[config.mk]
export PLATFORM = sky130hd
export DESIGN_NAME = operand_field_decoder
export DESIGN_NICKNAME = d
export VERILOG_FILES = /design/src/core/operand_field_decoder.v
export VERILOG_INCLUDE_DIRS = /design/src /design/src/core
export SDC_FILE = /design/constraint.sdc
export NUM_CORES = 1
export LEC_CHECK = 0
export ABC_AREA = 1
export ABC_CLOCK_PERIOD_IN_PS = 2000
export BUFFER_PORTS_ARGS = -buffer_cell sky130_fd_sc_hd__buf_2
export CAP_MARGIN = 20
export CORE_MARGIN = 2
export CORE_UTILIZATION = 28
export DETAILED_ROUTE_END_ITERATION = 6
export PLACE_DENSITY = 0.62
export SLEW_MARGIN = 15
export SYNTH_ARGS = -nofsm -noshare
export SYNTH_HDL_FRONTEND = slang
export SYNTH_SLANG_ARGS = --single-unit
[constraint.sdc]
create_clock -name clk_i -period 2 [get_ports clk_i]
set_clock_uncertainty 0.2 [all_clocks]
set_input_delay 0.2 -clock clk_i [delete_from_list [all_inputs] [get_ports clk_i]]
set_output_delay 0.2 -clock clk_i [all_outputs]
set_load 0.02 [all_outputs]
[src/core/operand_decoder_defines.vh]
// Constants for the operand field decoder
// Contract
// RULE_01 - Source mode field picks direct, indirect, post/pre decrement or increment; one unused.
// RULE_02 - Destination mode field picks the same six modes for the destination register.
// RULE_03 - Unused destination mode forces a reset request instead of the operation.
// RULE_04 - Source offset field: 000..101 as usual, 11x adds base register.
// RULE_05 - Destination offset field decodes alike; 11x adds base register to destination.
// RULE_06 - Multiply destination: even pair 1:0..13:12, its even register, accumulator A or B.
// RULE_07 - X codes 0000..0011 read via register 8, post-add 0,2,4,6; 0100 none.
// RULE_08 - X codes 0101..0111 read via register 8, post-subtract 6,4,2.
// RULE_09 - X codes 1000..1011 via register 9 post-add; 1100 adds 12; 1101..1111 subtract.
// RULE_10 - Y codes 0000..0011 via register 10 post-add; 0100 none; 0101..0111 subtract.
// RULE_11 - Y codes 1000..1011 via register 11 post-add; 1100 reads at 11 plus 12.
// RULE_12 - X prefetch destination codes 00..11 map to registers 4..7.
// RULE_13 - Y prefetch destination codes 00..11 map to registers 4..7.
// RULE_14 - Square operand codes 00..11 select register 4..7 times itself.
// RULE_15 - Pair operand field decodes six register pairs; 011 and 111 invalid.
// RULE_16 - Write-back: 00 to register 13, 01 indirect post-add 2, 10 none, 11 invalid.
// RULE_17 - Page target: 00 read page, 01 write page, 10 table page, 11 reset.
// RULE_18 - Accumulator select bit: 0 targets accumulator A, 1 accumulator B.
// RULE_19 - Base register select 0000..1111 maps linearly to registers 0..15.
// RULE_20 - Invalid pair or write-back codes raise the same illegal-opcode reset.
`ifndef OPERAND_DECODER_DEFINES_VH
`define OPERAND_DECODER_DEFINES_VH

// ==========================================================
// Addressing mode codes
`define AM_DIRECT   3'h0
`define AM_INDIRECT 3'h1
`define AM_POSTDEC  3'h2
`define AM_POSTINC  3'h3
`define AM_PREDEC   3'h4
`define AM_PREINC   3'h5
`define AM_OFFSET   3'h6
`define AM_UNUSED   3'h7

// ==========================================================
// Prefetch and write-back codes
`define PF_NONE_CODE   3'h4
`define PF_OFS_CODE    3'h4
`define WB_DIRECT      2'h0
`define WB_INDIRECT    2'h1
`define WB_NONE        2'h2
`define WB_INVALID     2'h3
`define PAGE_INVALID   2'h3
`define PAIR_BAD_LOW   2'h3

// ==========================================================
// Working register numbers
`define REG_W4   4'h4
`define REG_W5   4'h5
`define REG_W6   4'h6
`define REG_W7   4'h7
`define WORKING_REG_8  4'h8
`define REG_W9   4'h9
`define REG_W10  4'hA
`define REG_W11  4'hB
`define REG_W12  4'hC
`define WORKING_REG_13 4'hD
`define MUL_ACC_A 4'hE
`define MUL_ACC_B 4'hF
`define WB_STEP  4'h2

// ==========================================================
// Wishbone register map (byte addresses) and reset values
`define ADDR_CTRL   4'h0
`define ADDR_STATUS 4'h4
`define ADDR_COUNT  4'h8
`define CTRL_RESET  1'h1
`define CTRL_EN_BIT 0
`define ST_DST_BIT  0
`define ST_PAIR_BIT 1
`define ST_WB_BIT   2
`define ST_PAGE_BIT 3

`endif

[src/core/operand_field_decoder.v]
// Operand field decoder with Wishbone control and status registers
`timescale 1ns/1ps
`default_nettype none
`include "operand_decoder_defines.vh"

module operand_field_decoder (
    input  wire        clk_i,
    input  wire        rst_i,
    // Wishbone classic slave
    input  wire        cyc_i,
    input  wire        stb_i,
    input  wire        we_i,
    input  wire [3:0]  adr_i,
    input  wire [3:0]  sel_i,
    input  wire [31:0] dat_i,
    output reg  [31:0] dat_o,
    output reg         ack_o,
    // Instruction fields from fetch
    input  wire        dec_valid_i,
    input  wire        src_ofs_form_i,
    input  wire        dst_ofs_form_i,
    input  wire        dst_mode_used_i,
    input  wire [2:0]  src_mode_i,
    input  wire [2:0]  dst_mode_i,
    input  wire [3:0]  base_sel_i,
    input  wire [3:0]  mul_dst_i,
    input  wire [3:0]  x_pf_op_i,
    input  wire [1:0]  x_prefetch_dest_field_i,
    input  wire [3:0]  y_pf_op_i,
    input  wire [1:0]  y_prefetch_dest_field_i,
    input  wire        square_form_i,
    input  wire [1:0]  square_operand_field_i,
    input  wire [2:0]  pair_operand_field_i,
    input  wire        mul_used_i,
    input  wire [1:0]  writeback_select_field_i,
    input  wire        wb_used_i,
    input  wire [1:0]  page_target_field_i,
    input  wire        page_used_i,
    input  wire        acc_sel_i,
    // Decoded controls
    output reg         dec_valid_o,
    output reg  [2:0]  src_am_o,
    output reg  [2:0]  dst_am_o,
    output reg  [3:0]  base_reg_o,
    output reg  [3:0]  mul_dst_reg_o,
    output reg         mul_dst_pair_o,
    output reg         mul_dst_acc_o,
    output reg         x_pf_en_o,
    output reg  [3:0]  x_pf_addr_reg_o,
    output reg         x_pf_add_w12_o,
    output reg  [3:0]  x_pf_adj_o,
    output reg  [3:0]  x_pf_dest_o,
    output reg         y_pf_en_o,
    output reg  [3:0]  y_pf_addr_reg_o,
    output reg         y_pf_add_w12_o,
    output reg  [3:0]  y_pf_adj_o,
    output reg  [3:0]  y_pf_dest_o,
    output reg  [3:0]  mul_a_reg_o,
    output reg  [3:0]  mul_b_reg_o,
    output reg         wb_en_o,
    output reg         wb_indirect_o,
    output reg  [3:0]  wb_reg_o,
    output reg  [3:0]  wb_adj_o,
    output reg  [2:0]  page_reg_sel_o,
    output reg         acc_b_sel_o,
    output reg         reset_req_o
);

// ==========================================================
// Functions
// Offset form keeps 11x as register offset; plain form leaves 11x unused
function [2:0] am_decode;
    input [2:0] code;
    input       ofs_form;
    begin
        if (code[2:1] == 2'h3) begin
            am_decode = ofs_form ? `AM_OFFSET : `AM_UNUSED; // see RULE_04 RULE_05
        end else begin
            am_decode = code; // see RULE_01 RULE_02
        end
    end
endfunction

// Post-adjust as a 4-bit two's complement step: +0,+2,+4,+6 or -6,-4,-2
function [3:0] pf_adjust;
    input [2:0] low;
    begin
        case (low)
            3'h0:    pf_adjust = 4'h0;
            3'h1:    pf_adjust = 4'h2;
            3'h2:    pf_adjust = 4'h4;
            3'h3:    pf_adjust = 4'h6;
            3'h5:    pf_adjust = 4'hA;
            3'h6:    pf_adjust = 4'hC;
            3'h7:    pf_adjust = 4'hE;
            default: pf_adjust = 4'h0;
        endcase
    end
endfunction

// Destination fields of both prefetches share the 4..7 window
function [3:0] w4_to_w7;
    input [1:0] code;
    begin
        w4_to_w7 = {2'h1, code};
    end
endfunction

// Register read mux; unmapped offsets read as zero, never stale data
function [31:0] read_word;
    input [3:0]  adr;
    input        en;
    input [3:0]  cause;
    input [15:0] count;
    begin
        case (adr)
            `ADDR_CTRL:   read_word = {31'h00000000, en};
            `ADDR_STATUS: read_word = {28'h0000000, cause};
            `ADDR_COUNT:  read_word = {16'h0000, count};
            default:      read_word = 32'h00000000;
        endcase
    end
endfunction

// ==========================================================
// Control and status registers
reg        dec_en;
reg [3:0]  ill_cause;
reg [15:0] ill_count;

wire bus_req   = cyc_i & stb_i & ~ack_o;
// Writes land on the edge at which the master samples ack high
wire bus_write = cyc_i & stb_i & we_i & ack_o;
wire do_dec    = dec_valid_i & dec_en;

// ==========================================================
// Combinational decode
reg [2:0] next_src_am;
reg [2:0] next_dst_am;
reg [3:0] next_mul_dst;
reg       next_mul_pair;
reg       next_mul_acc;
reg       next_x_en;
reg [3:0] next_x_reg;
reg       next_x_w12;
reg [3:0] next_x_adj;
reg       next_y_en;
reg [3:0] next_y_reg;
reg       next_y_w12;
reg [3:0] next_y_adj;
reg [3:0] next_ma;
reg [3:0] next_mb;
reg       next_pair_bad;
reg       next_wb_en;
reg       next_wb_ind;
reg       next_wb_bad;
reg [2:0] next_page;
reg       next_page_bad;
reg       next_dst_bad;

always @* begin
    next_src_am = am_decode(src_mode_i, src_ofs_form_i);
    next_dst_am = am_decode(dst_mode_i, dst_ofs_form_i);
    // Unused destination mode is only fatal when the instruction uses it
    next_dst_bad = dst_mode_used_i && (next_dst_am == `AM_UNUSED); // see RULE_03

    // Even codes up to 12 name a register pair, odd codes up to 13 its even register alone
    if (mul_dst_i[3:1] == 3'h7) begin
        next_mul_dst  = mul_dst_i[0] ? `MUL_ACC_B : `MUL_ACC_A; // see RULE_06
        next_mul_pair = 1'b0;
        next_mul_acc  = 1'b1;
    end else begin
        next_mul_dst  = {mul_dst_i[3:1], 1'b0}; // see RULE_06
        next_mul_pair = ~mul_dst_i[0];
        next_mul_acc  = 1'b0;
    end

    // X prefetch
    next_x_en  = (x_pf_op_i != {1'b0, `PF_NONE_CODE}); // see RULE_07
    next_x_reg = x_pf_op_i[3] ? `REG_W9 : `WORKING_REG_8; // see RULE_07 RULE_08 RULE_09
    next_x_w12 = (x_pf_op_i == {1'b1, `PF_OFS_CODE}); // see RULE_09
    next_x_adj = pf_adjust(x_pf_op_i[2:0]); // see RULE_08 RULE_09

    // Y prefetch; codes above 1100 are not defined and prefetch nothing
    next_y_en  = (y_pf_op_i != {1'b0, `PF_NONE_CODE}) &&
                 (y_pf_op_i <= {1'b1, `PF_OFS_CODE}); // see RULE_10
    next_y_reg = y_pf_op_i[3] ? `REG_W11 : `REG_W10; // see RULE_10 RULE_11
    next_y_w12 = (y_pf_op_i == {1'b1, `PF_OFS_CODE}); // see RULE_11
    next_y_adj = pf_adjust(y_pf_op_i[2:0]);

    // Multiplier operands
    next_pair_bad = 1'b0;
    if (square_form_i) begin
        next_ma = w4_to_w7(square_operand_field_i); // see RULE_14
        next_mb = w4_to_w7(square_operand_field_i);
    end else begin
        case (pair_operand_field_i)
            3'h0: begin
                next_ma = `REG_W4; // see RULE_15
                next_mb = `REG_W5;
            end
            3'h1: begin
                next_ma = `REG_W4;
                next_mb = `REG_W6;
            end
            3'h2: begin
                next_ma = `REG_W4;
                next_mb = `REG_W7;
            end
            3'h4: begin
                next_ma = `REG_W5;
                next_mb = `REG_W6;
            end
            3'h5: begin
                next_ma = `REG_W5;
                next_mb = `REG_W7;
            end
            3'h6: begin
                next_ma = `REG_W6;
                next_mb = `REG_W7;
            end
            default: begin
                next_ma       = `REG_W4;
                next_mb       = `REG_W4;
                next_pair_bad = mul_used_i; // see RULE_15 RULE_20
            end
        endcase
    end

    // Accumulator write-back
    next_wb_en  = 1'b0;
    next_wb_ind = 1'b0;
    next_wb_bad = 1'b0;
    case (writeback_select_field_i)
        `WB_DIRECT:   next_wb_en = 1'b1; // see RULE_16
        `WB_INDIRECT: begin
            next_wb_en  = 1'b1; // see RULE_16
            next_wb_ind = 1'b1;
        end
        `WB_NONE:     next_wb_en = 1'b0;
        default:      next_wb_bad = wb_used_i; // see RULE_16 RULE_20
    endcase

    // Page target, one-hot: read page, write page, table page
    next_page_bad = 1'b0;
    case (page_target_field_i)
        2'h0:    next_page = 3'h1; // see RULE_17
        2'h1:    next_page = 3'h2;
        2'h2:    next_page = 3'h4;
        default: begin
            next_page     = 3'h0;
            next_page_bad = page_used_i; // see RULE_17
        end
    endcase
end

wire [3:0] next_cause = {next_page_bad, next_wb_bad, next_pair_bad, next_dst_bad};
wire       next_ill   = do_dec & (|next_cause);

// ==========================================================
// Registered outputs
// Illegal words decode with all side effects suppressed so nothing commits
always @(posedge clk_i) begin
    if (rst_i) begin
        dec_valid_o     <= 1'b0;
        src_am_o        <= `AM_DIRECT;
        dst_am_o        <= `AM_DIRECT;
        base_reg_o      <= 4'h0;
        mul_dst_reg_o   <= 4'h0;
        mul_dst_pair_o  <= 1'b0;
        mul_dst_acc_o   <= 1'b0;
        x_pf_en_o       <= 1'b0;
        x_pf_addr_reg_o <= 4'h0;
        x_pf_add_w12_o  <= 1'b0;
        x_pf_adj_o      <= 4'h0;
        x_pf_dest_o     <= 4'h0;
        y_pf_en_o       <= 1'b0;
        y_pf_addr_reg_o <= 4'h0;
        y_pf_add_w12_o  <= 1'b0;
        y_pf_adj_o      <= 4'h0;
        y_pf_dest_o     <= 4'h0;
        mul_a_reg_o     <= 4'h0;
        mul_b_reg_o     <= 4'h0;
        wb_en_o         <= 1'b0;
        wb_indirect_o   <= 1'b0;
        wb_reg_o        <= 4'h0;
        wb_adj_o        <= 4'h0;
        page_reg_sel_o  <= 3'h0;
        acc_b_sel_o     <= 1'b0;
        reset_req_o     <= 1'b0;
    end else begin
        dec_valid_o <= do_dec & ~next_ill;
        reset_req_o <= next_ill; // see RULE_03 RULE_17 RULE_20
        if (do_dec) begin
            src_am_o        <= next_src_am;
            dst_am_o        <= next_dst_am;
            base_reg_o      <= base_sel_i; // see RULE_19
            mul_dst_reg_o   <= next_mul_dst;
            mul_dst_pair_o  <= next_mul_pair;
            mul_dst_acc_o   <= next_mul_acc;
            x_pf_en_o       <= next_x_en & ~next_ill;
            x_pf_addr_reg_o <= next_x_reg;
            x_pf_add_w12_o  <= next_x_w12;
            x_pf_adj_o      <= next_x_w12 ? 4'h0 : next_x_adj;
            x_pf_dest_o     <= w4_to_w7(x_prefetch_dest_field_i); // see RULE_12
            y_pf_en_o       <= next_y_en & ~next_ill;
            y_pf_addr_reg_o <= next_y_reg;
            y_pf_add_w12_o  <= next_y_w12;
            y_pf_adj_o      <= next_y_w12 ? 4'h0 : next_y_adj; // see RULE_11
            y_pf_dest_o     <= w4_to_w7(y_prefetch_dest_field_i); // see RULE_13
            mul_a_reg_o     <= next_ma;
            mul_b_reg_o     <= next_mb;
            wb_en_o         <= next_wb_en & wb_used_i & ~next_ill;
            wb_indirect_o   <= next_wb_ind;
            wb_reg_o        <= `WORKING_REG_13; // see RULE_16
            wb_adj_o        <= next_wb_ind ? `WB_STEP : 4'h0;
            page_reg_sel_o  <= next_ill ? 3'h0 : next_page;
            acc_b_sel_o     <= acc_sel_i; // see RULE_18
        end else begin
            x_pf_en_o      <= 1'b0;
            y_pf_en_o      <= 1'b0;
            wb_en_o        <= 1'b0;
            page_reg_sel_o <= 3'h0;
        end
    end
end

// ==========================================================
// Status: sticky causes and a saturating count of illegal words
wire ctrl_wr   = bus_write & (adr_i == `ADDR_CTRL) & sel_i[0];
wire status_wr = bus_write & (adr_i == `ADDR_STATUS) & sel_i[0];
wire count_wr  = bus_write & (adr_i == `ADDR_COUNT);

always @(posedge clk_i) begin
    if (rst_i) begin
        dec_en <= `CTRL_RESET;
    end else if (ctrl_wr) begin
        dec_en <= dat_i[`CTRL_EN_BIT];
    end
end

// A new cause in the clearing cycle survives the clear
always @(posedge clk_i) begin
    if (rst_i) begin
        ill_cause <= 4'h0;
    end else if (status_wr) begin
        ill_cause <= (ill_cause & ~dat_i[3:0]) | (next_ill ? next_cause : 4'h0);
    end else if (next_ill) begin
        ill_cause <= ill_cause | next_cause;
    end
end

// Saturates so a flood of bad words never wraps back to zero
always @(posedge clk_i) begin
    if (rst_i) begin
        ill_count <= 16'h0000;
    end else if (count_wr) begin
        ill_count <= 16'h0000;
    end else if (next_ill && ill_count != 16'hFFFF) begin
        ill_count <= ill_count + 16'h0001;
    end
end

// ==========================================================
// Wishbone answer: one wait state, unmapped reads return zero
always @(posedge clk_i) begin
    if (rst_i) begin
        ack_o <= 1'b0;
        dat_o <= 32'h00000000;
    end else begin
        ack_o <= bus_req;
        if (bus_req && !we_i) begin
            dat_o <= read_word(adr_i, dec_en, ill_cause, ill_count);
        end
    end
end

endmodule // operand_field_decoder
`default_nettype wire

==> flow_summary.json, run 1 <==
{
  "outcome": "complete, no violations",
  "vias": 3825,
  "gp_congestion": 0.818,
  "crit_path_end_kind": "flop",
  "path_cells": "dlygate4sd3_1 > buf_2 > nor2_1 > nand3_1 > dlygate4sd3_1 > nand2_1",
  "io_pins": 190,
  "die-width_um": 121,
  "dpl.hpwl_mm": 7.51,
  "leakagePower_uw": 0.00238,
  "fin_nets": 770,
  "comb_power_share": 0.134,
  "syn_inst": 516,
  "rr_endpoint": "ill_count[10]$_SDFFE_PP0P_",
  "cts_root_buffer": "clkbuf_16",
  "syn_to_final_growth_pct": 37.7,
  "hold_viol": 0,
  "min_path_type": "input port to flop",
  "initial_core_util": 0.287,
  "grt_util_all_layers": 0.146,
  "path_max_fanout": 8,
  "vdd_drop_max_mv": 0.514,
  "core_um2": 13300,
  "antenna_found_initial": 2,
  "synth_edf_count": 0,
  "clk_path_buf_depth": 2,
  "synth_top_area_frac": 0.435,
  "cts.sinks": 83,
  "rsz0062_at_grt": "no",
  "grt.overflow.total": 0,
  "synth.ff_latch_count": 83,
  "cts_tree": "built",
  "synth_area_leaders": "dfxtp_1, nand2_1, nor2_1, buf_4, o21ai_0",
  "synthFlopType": "dfxtp_1",
  "io_buffer_count": 129,
  "worst_pin_slew_ns": 0.532,
  "r2r_setup_slack_ns": 0.20,
  "grt_max_degree": 35,
  "max_stage_delay_ns": 0.57,
  "period_minus_slack_ns": 1.86,
  "p_total_uw": 4150,
  "critPathRequiredTime_ns": 2.08,
  "clock.fmax_mhz": 538,
  "drcViolationCount": 0,
  "clk_latency_ns": 0.34,
  "power.sequential.fraction": 0.420,
  "drt_iter0_drc": 183,
  "synth_top_cell_by_area": "dfxtp_1",
  "startpoint_type": "input port",
  "ant_nets": 0,
  "firstDrtPassIters": 4,
  "numCtsBuffers": 9,
  "crit_type": "input port to flop",
  "p_sw_uw": 1070,
  "hold_end": "mul_a_reg_o[1]$_SDFFE_PP0P_",
  "tns_ns": 0,
  "hold_depth": 4,
  "min_period_over_period": 0.929,
  "synth_area_per_cell_um2": 7.40,
  "cp.arrival_ns": 1.94,
  "netlist_area_um2": 3820,
  "max_slew_margin": 0.644,
  "min_from": "pair_operand_field_i[0]",
  "power_switching_share": 0.258,
  "drv_cap": 0,
  "crit_slowest_cell": "dlygate4sd3_1",
  "rr_startpoint": "ill_count[1]$_SDFFE_PP0P_",
  "drt-total-wl_mm": 10.5,
  "layout-drive-gt1-share": 0.260,
  "ys_seq_area_frac": 0.435,
  "power.density_nw_per_um2": 789,
  "die-area_um2": 14600,
  "rr_worst_depth": 8,
  "clk_pin_slew_ns": 0.06,
  "die_h_um": 121,
  "ys_types": 31,
  "ys_warn_count": 0,
  "finalSetupViolCount": 0,
  "async_flop_share": 0,
  "row_count": 42,
  "detail_route.wl_per_cell_um": 12.2,
  "crit_top_cell": "dlygate4sd3_1",
  "p_clk_frac": 0.446,
  "internal_power_uw": 3080,
  "via_per_inst": 4.44,
  "grt_pass1_wl_mm": 16.8,
  "cts.htree.levels": 3,
  "slew_violations": 0,
  "grt_pass1_vias": 3467
}
kinds of logic (layout without fill, tap and decap cells):
group                      Yosys count  in the layout  synth area share
buffers and inverters               84            225             0.128
other                                1             30          0.000982
AOI/OAI and AO/OA                   90             90             0.134
adders and majority gates            1              1           0.00328
DFF                                 83             83             0.435
xor gates and xnor gates            10             10            0.0229
and+or+nand+nor                    247            247             0.275
cell usage after synthesis (2+ instances only):
| cell | instances |
|---|---|
| a22oi_1 | 12 |
| nor2_1 | 87 |
| buf_4 | 41 |
| inv_1 | 23 |
| a21oi_2 | 6 |
| o21ai_0 | 37 |
| clkbuf_1 | 8 |
| a21oi_1 | 30 |
| dfxtp_1 | 83 |
| xor2_1 | 4 |
| buf_2 | 4 |
| nand3_1 | 30 |
| inv_2 | 5 |
| buf_1 | 2 |
| nand2_1 | 102 |
| nor2_2 | 7 |
| nor3_1 | 6 |
| nand4_1 | 7 |
| xnor2_1 | 6 |
| nand2_2 | 5 |
repair_timing:
action / in CTS / in global routing
endpoints found under the setup margin: 0 / 26
buffers inserted: 0 / 0
resized for setup: 0 / 3
hold buffers: 45 / 0
hold endpoints to repair: 45 / 0
stage by stage:
step | worst slack [ns] | hold slack, ns | area [µm²] | instances | utilization
floorplan | 0.408 | 0.0768 | 3920 | 544 | -
global placement | 0.212 | 0.203 | 4460 | 800 | 0.335
detailed placement | 0.160 | 0.201 | 4460 | 800 | 0.335
CTS | 0.0503 | 0.00435 | 5240 | 861 | 0.394
global route | 0.0221 | 0.0334 | 5260 | 861 | 0.395
finish | 0.142 | 0.0139 | 5260 | 862 | 0.396
area by class of cell:
class                           count  area [µm²]
Antenna cell                        1        2.50
Clock buffer                       11         253
Clock inverter                      5        83.8
Fill cell                        1380        8040
Inverter                           28         109
Multi-Input combinational cell    377        1780
Sequential cell                    83        1660
Tap cell                          176         220
Timing Repair Buffer              181        1150
worst max-delay path: cells and delay by family:
family                 cells  cell delay [ns]
buffers and inverters      3             1.29
and+or+nand+nor            3             0.44
routing by layer:
metal / up-vias / wire [µm] / global-route usage
li1: 1942 / - / -
met5: - / 13 / 0
met4: 2 / 424 / 0.0836
met1: 1735 / 4780 / 0.180
met2: 112 / 4740 / 0.231
met3: 34 / 564 / 0.0344
how the worst max path moves through the flow:
stage	startpoint	to	slack [ns]
final	rst_i	wb_adj_o[1]$_SDFFE_PP0P_	0.14
after CTS	rst_i	src_am_o[2]$_SDFFE_PP0P_	0.05
after global routing	ack_o$_SDFF_PP0_	ill_cause[3]$_SDFFE_PP0P_	0.02
after floorplan	ill_count[0]$_SDFFE_PP0P_	ill_count[13]$_SDFFE_PP0P_	0.41
after detailed placement	ill_count[0]$_SDFFE_PP0P_	ill_count[15]$_SDFFE_PP0P_	0.16
after global placement	ill_count[0]$_SDFFE_PP0P_	ill_count[10]$_SDFFE_PP0P_	0.21
layout by cell type, fill, tap and decap left out:
master / netlist / routed
nor3_1: 6 / 6
ha_1: 1 / 1
nand3_4: 1 / 1
a21oi_2: 6 / 6
conb_1: 1 / 29
nor2_4: 0 / 2
o21ai_1: 1 / 1
nor3b_1: 1 / 1
nand4_1: 7 / 7
a21oi_1: 30 / 30
inv_6: 0 / 1
o21ai_0: 37 / 37
xor2_1: 4 / 4
dfxtp_1: 83 / 83
clkbuf_8: 0 / 2
nor3_4: 1 / 1
buf_4: 41 / 7
xnor2_1: 6 / 6
diode_2: 0 / 1
bufinv_16: 0 / 2
nor2_2: 7 / 5
o211ai_1: 1 / 1
nand2_1: 102 / 102
inv_1: 23 / 22
nand2_2: 5 / 5
a2111oi_0: 1 / 1
clkinvlp_4: 0 / 3
a31oi_1: 1 / 1
nand3_1: 30 / 30
dlygate4sd3_1: 0 / 45
o31ai_1: 1 / 1
clkbuf_16: 0 / 9
nor2_1: 87 / 87
inv_2: 5 / 5
a22oi_1: 12 / 12
buf_2: 4 / 129
sequential cells by signal, indices dropped and copies added (netlist names), 2 cells and up:
register,flops
x_pf_adj_o,3
x_pf_dest_o,2
src_am_o,3
mul_b_reg_o,2
base_reg_o,4
y_pf_addr_reg_o,2
dat_o,16
y_pf_adj_o,3
page_reg_sel_o,3
y_pf_dest_o,2
mul_dst_reg_o,4
mul_a_reg_o,2
ill_count,16
ill_cause,4
dst_am_o,3
power by group through the flow:
stage / clock, µW / combinational, µW / sequential, µW
floorplan: 0 / 297 / 1850
global placement: 0 / 481 / 1780
detailed placement: 0 / 484 / 1780
CTS: 1890 / 554 / 1740
global route: 1970 / 604 / 1750
finish: 1850 / 555 / 1740
Power figures use the tool's default switching activity.
==> run 2, diff against run 1 <==
--- a/config.mk
+++ b/config.mk
@@ -14,6 +14,7 @@
 export CORE_UTILIZATION = 28
 export DETAILED_ROUTE_END_ITERATION = 6
 export PLACE_DENSITY = 0.62
+export SETUP_SLACK_MARGIN = 0.3
 export SLEW_MARGIN = 15
 export SYNTH_ARGS = -nofsm -noshare
 export SYNTH_HDL_FRONTEND = slang
==> flow_summary.json, run 2 (same netlist as run 1, synthesis figures left out) <==
{
  "p_sw_uw": 1090,
  "power.sequential.fraction": 0.416,
  "cts_root_buffer": "clkbuf_16",
  "worst_pin_slew_ns": 0.936,
  "cp.arrival_ns": 1.70,
  "rr_worst_depth": 8,
  "die-area_um2": 14600,
  "outcome": "complete, no violations",
  "drt-total-wl_mm": 11.0,
  "cts.sinks": 83,
  "die-width_um": 121,
  "mostFrequentLayoutCells": "buf_2, nand2_1, nor2_1, dfxtp_1, dlygate4sd3_1",
  "hold_viol": 0,
  "p_clk_frac": 0.444,
  "syn_to_final_growth_pct": 42.2,
  "row_count": 42,
  "crit_slowest_cell": "dlygate4sd3_1",
  "fill_cells": 1361,
  "path_delay_family": "buffers and inverters",
  "hold_end": "mul_a_reg_o[1]$_SDFFE_PP0P_",
  "cp.depth": 8,
  "grt_util_all_layers": 0.146,
  "grt_max_degree": 35,
  "firstDrtPassIters": 4,
  "drv_cap": 0,
  "ff_latch_area_um2": 1680,
  "path_cells": "dlygate4sd3_1 > buf_2 > nand3_1 > nand4_1 > buf_4 > nand3_4 > nand2_1 > a21oi_1",
  "detail_route.wl_per_cell_um": 12.7,
  "via_per_inst": 4.48,
  "crit_type": "input port to flop",
  "layout-drive-gt1-share": 0.292,
  "clock.fmax_mhz": 611,
  "rsz0062_at_grt": "yes",
  "drt_iter0_drc": 188,
  "multi_input_area_um2": 1890,
  "power_switching_share": 0.261,
  "max_slew_margin": 0.375,
  "crit_start": "page_target_field_i[0]",
  "startpoint_type": "input port",
  "cts.htree.levels": 3,
  "vias": 3895,
  "internal_power_uw": 3100,
  "antenna_found_initial": 3,
  "rr_startpoint": "ill_count[0]$_SDFFE_PP0P_",
  "dpl.hpwl_mm": 7.51,
  "leakagePower_uw": 0.00243,
  "hold_depth": 4,
  "clk_latency_ns": 0.34,
  "top_regs": "dat_o x16, ill_count x16",
  "core_um2": 13300,
  "numCtsBuffers": 9,
  "io_pins": 190,
  "clk_pin_slew_ns": 0.06,
  "crit_path_end_kind": "flop",
  "vdd_drop_max_mv": 0.520,
  "io_buffer_count": 129,
  "ant_nets": 0,
  "critPathRequiredTime_ns": 2.06,
  "clk_path_buf_depth": 2,
  "grt.overflow.total": 0,
  "fin_nets": 776,
  "slew_violations": 0,
  "grt_pass1_wl_mm": 16.8,
  "path_buf_inv": 3,
  "initial_core_util": 0.287,
  "cts_tree": "built",
  "fin_ws_ns": 0.364,
  "min_period_over_period": 0.818,
  "drcViolationCount": 0,
  "period_minus_slack_ns": 1.64,
  "gp_congestion": 0.818,
  "tns_ns": 0,
  "die_h_um": 121,
  "power.density_nw_per_um2": 771,
  "r2r_setup_slack_ns": 0.38,
  "min_path_type": "input port to flop",
  "dpl_worst_slack_ns": 0.160,
  "grt_pass1_vias": 3437,
  "comb_power_share": 0.140,
  "finalSetupViolCount": 0,
  "path_max_fanout": 8,
  "min_from": "pair_operand_field_i[0]",
  "p_total_uw": 4190,
  "max_stage_delay_ns": 0.53,
  "final_common_cell": "buf_2",
  "rr_endpoint": "ill_count[15]$_SDFFE_PP0P_"
}
run 2: how the worst max path moves through the flow:
stage / endpoint / slack (ns)
after floorplan: ill_count[13]$_SDFFE_PP0P_ / 0.41
after global placement: ill_count[10]$_SDFFE_PP0P_ / 0.21
after detailed placement: ill_count[15]$_SDFFE_PP0P_ / 0.16
after CTS: ill_count[13]$_SDFFE_PP0P_ / 0.31
after global routing: mul_dst_pair_o$_SDFFE_PP0P_ / 0.27
final: ill_count[7]$_SDFFE_PP0P_ / 0.36
run 2: layout make-up:
cell class / count / area share
Tap cell: 176 / 0.0405
Clock inverter: 5 / 0.0154
Sequential cell: 83 / 0.309
Antenna cell: 2 / 0.000921
Clock buffer: 11 / 0.0465
Timing Repair Buffer: 185 / 0.220
Inverter: 28 / 0.0198
Multi-Input combinational cell: 379 / 0.348
run 2: metrics by stage:
stage | util | hold WS [ns] | area (µm²) | cells
2_1_floorplan | - | 0.0768 | 3920 | 544
4_1_cts | 0.397 | 0.00435 | 5280 | 862
3_3_place_gp | 0.335 | 0.203 | 4460 | 800
6_report | 0.409 | 0.00637 | 5430 | 869
5_1_grt | 0.408 | 0.0335 | 5430 | 868
3_5_place_dp | 0.335 | 0.201 | 4460 | 800
run 2: per-layer routing:
| layer | vias to the layer above | routed length (µm) | track usage |
|---|---|---|---|
| met1 | 1787 | 4870 | 0.180 |
| met3 | 26 | 677 | 0.0354 |
| li1 | 1963 | - | - |
| met4 | 2 | 317 | 0.0734 |
| met5 | - | 13 | 0 |
| met2 | 117 | 5130 | 0.235 |
run 2: worst reg2reg max path, cell delays in order, from the launching register on:
cell	delay [ns]
dfxtp_4	0.38
ha_4	0.16
nand2_1	0.10
nor2_4	0.15
nand3_2	0.12
nor2_4	0.19
nor2_4	0.08
nand2_1	0.08
a21oi_2	0.05
run 2: power groups by stage:
stage | Sequential [µW] | Combinational (µW) | Clock, µW
after global routing | 1750 | 634 | 1980
after detailed placement | 1780 | 484 | 0
after CTS | 1740 | 558 | 1890
final | 1740 | 585 | 1860
after floorplan | 1850 | 297 | 0
after global placement | 1780 | 481 | 0
run 2: what timing repair did:
item | in CTS | in global routing
buffers inserted | 0 | 3
cloned | 0 | 2
gates resized for setup | 8 | 29
hold buffers | 46 | 0
endpoints found under the hold margin | 45 | 0
endpoints found under the setup margin | 21 | 24
pin swaps | 0 | 8
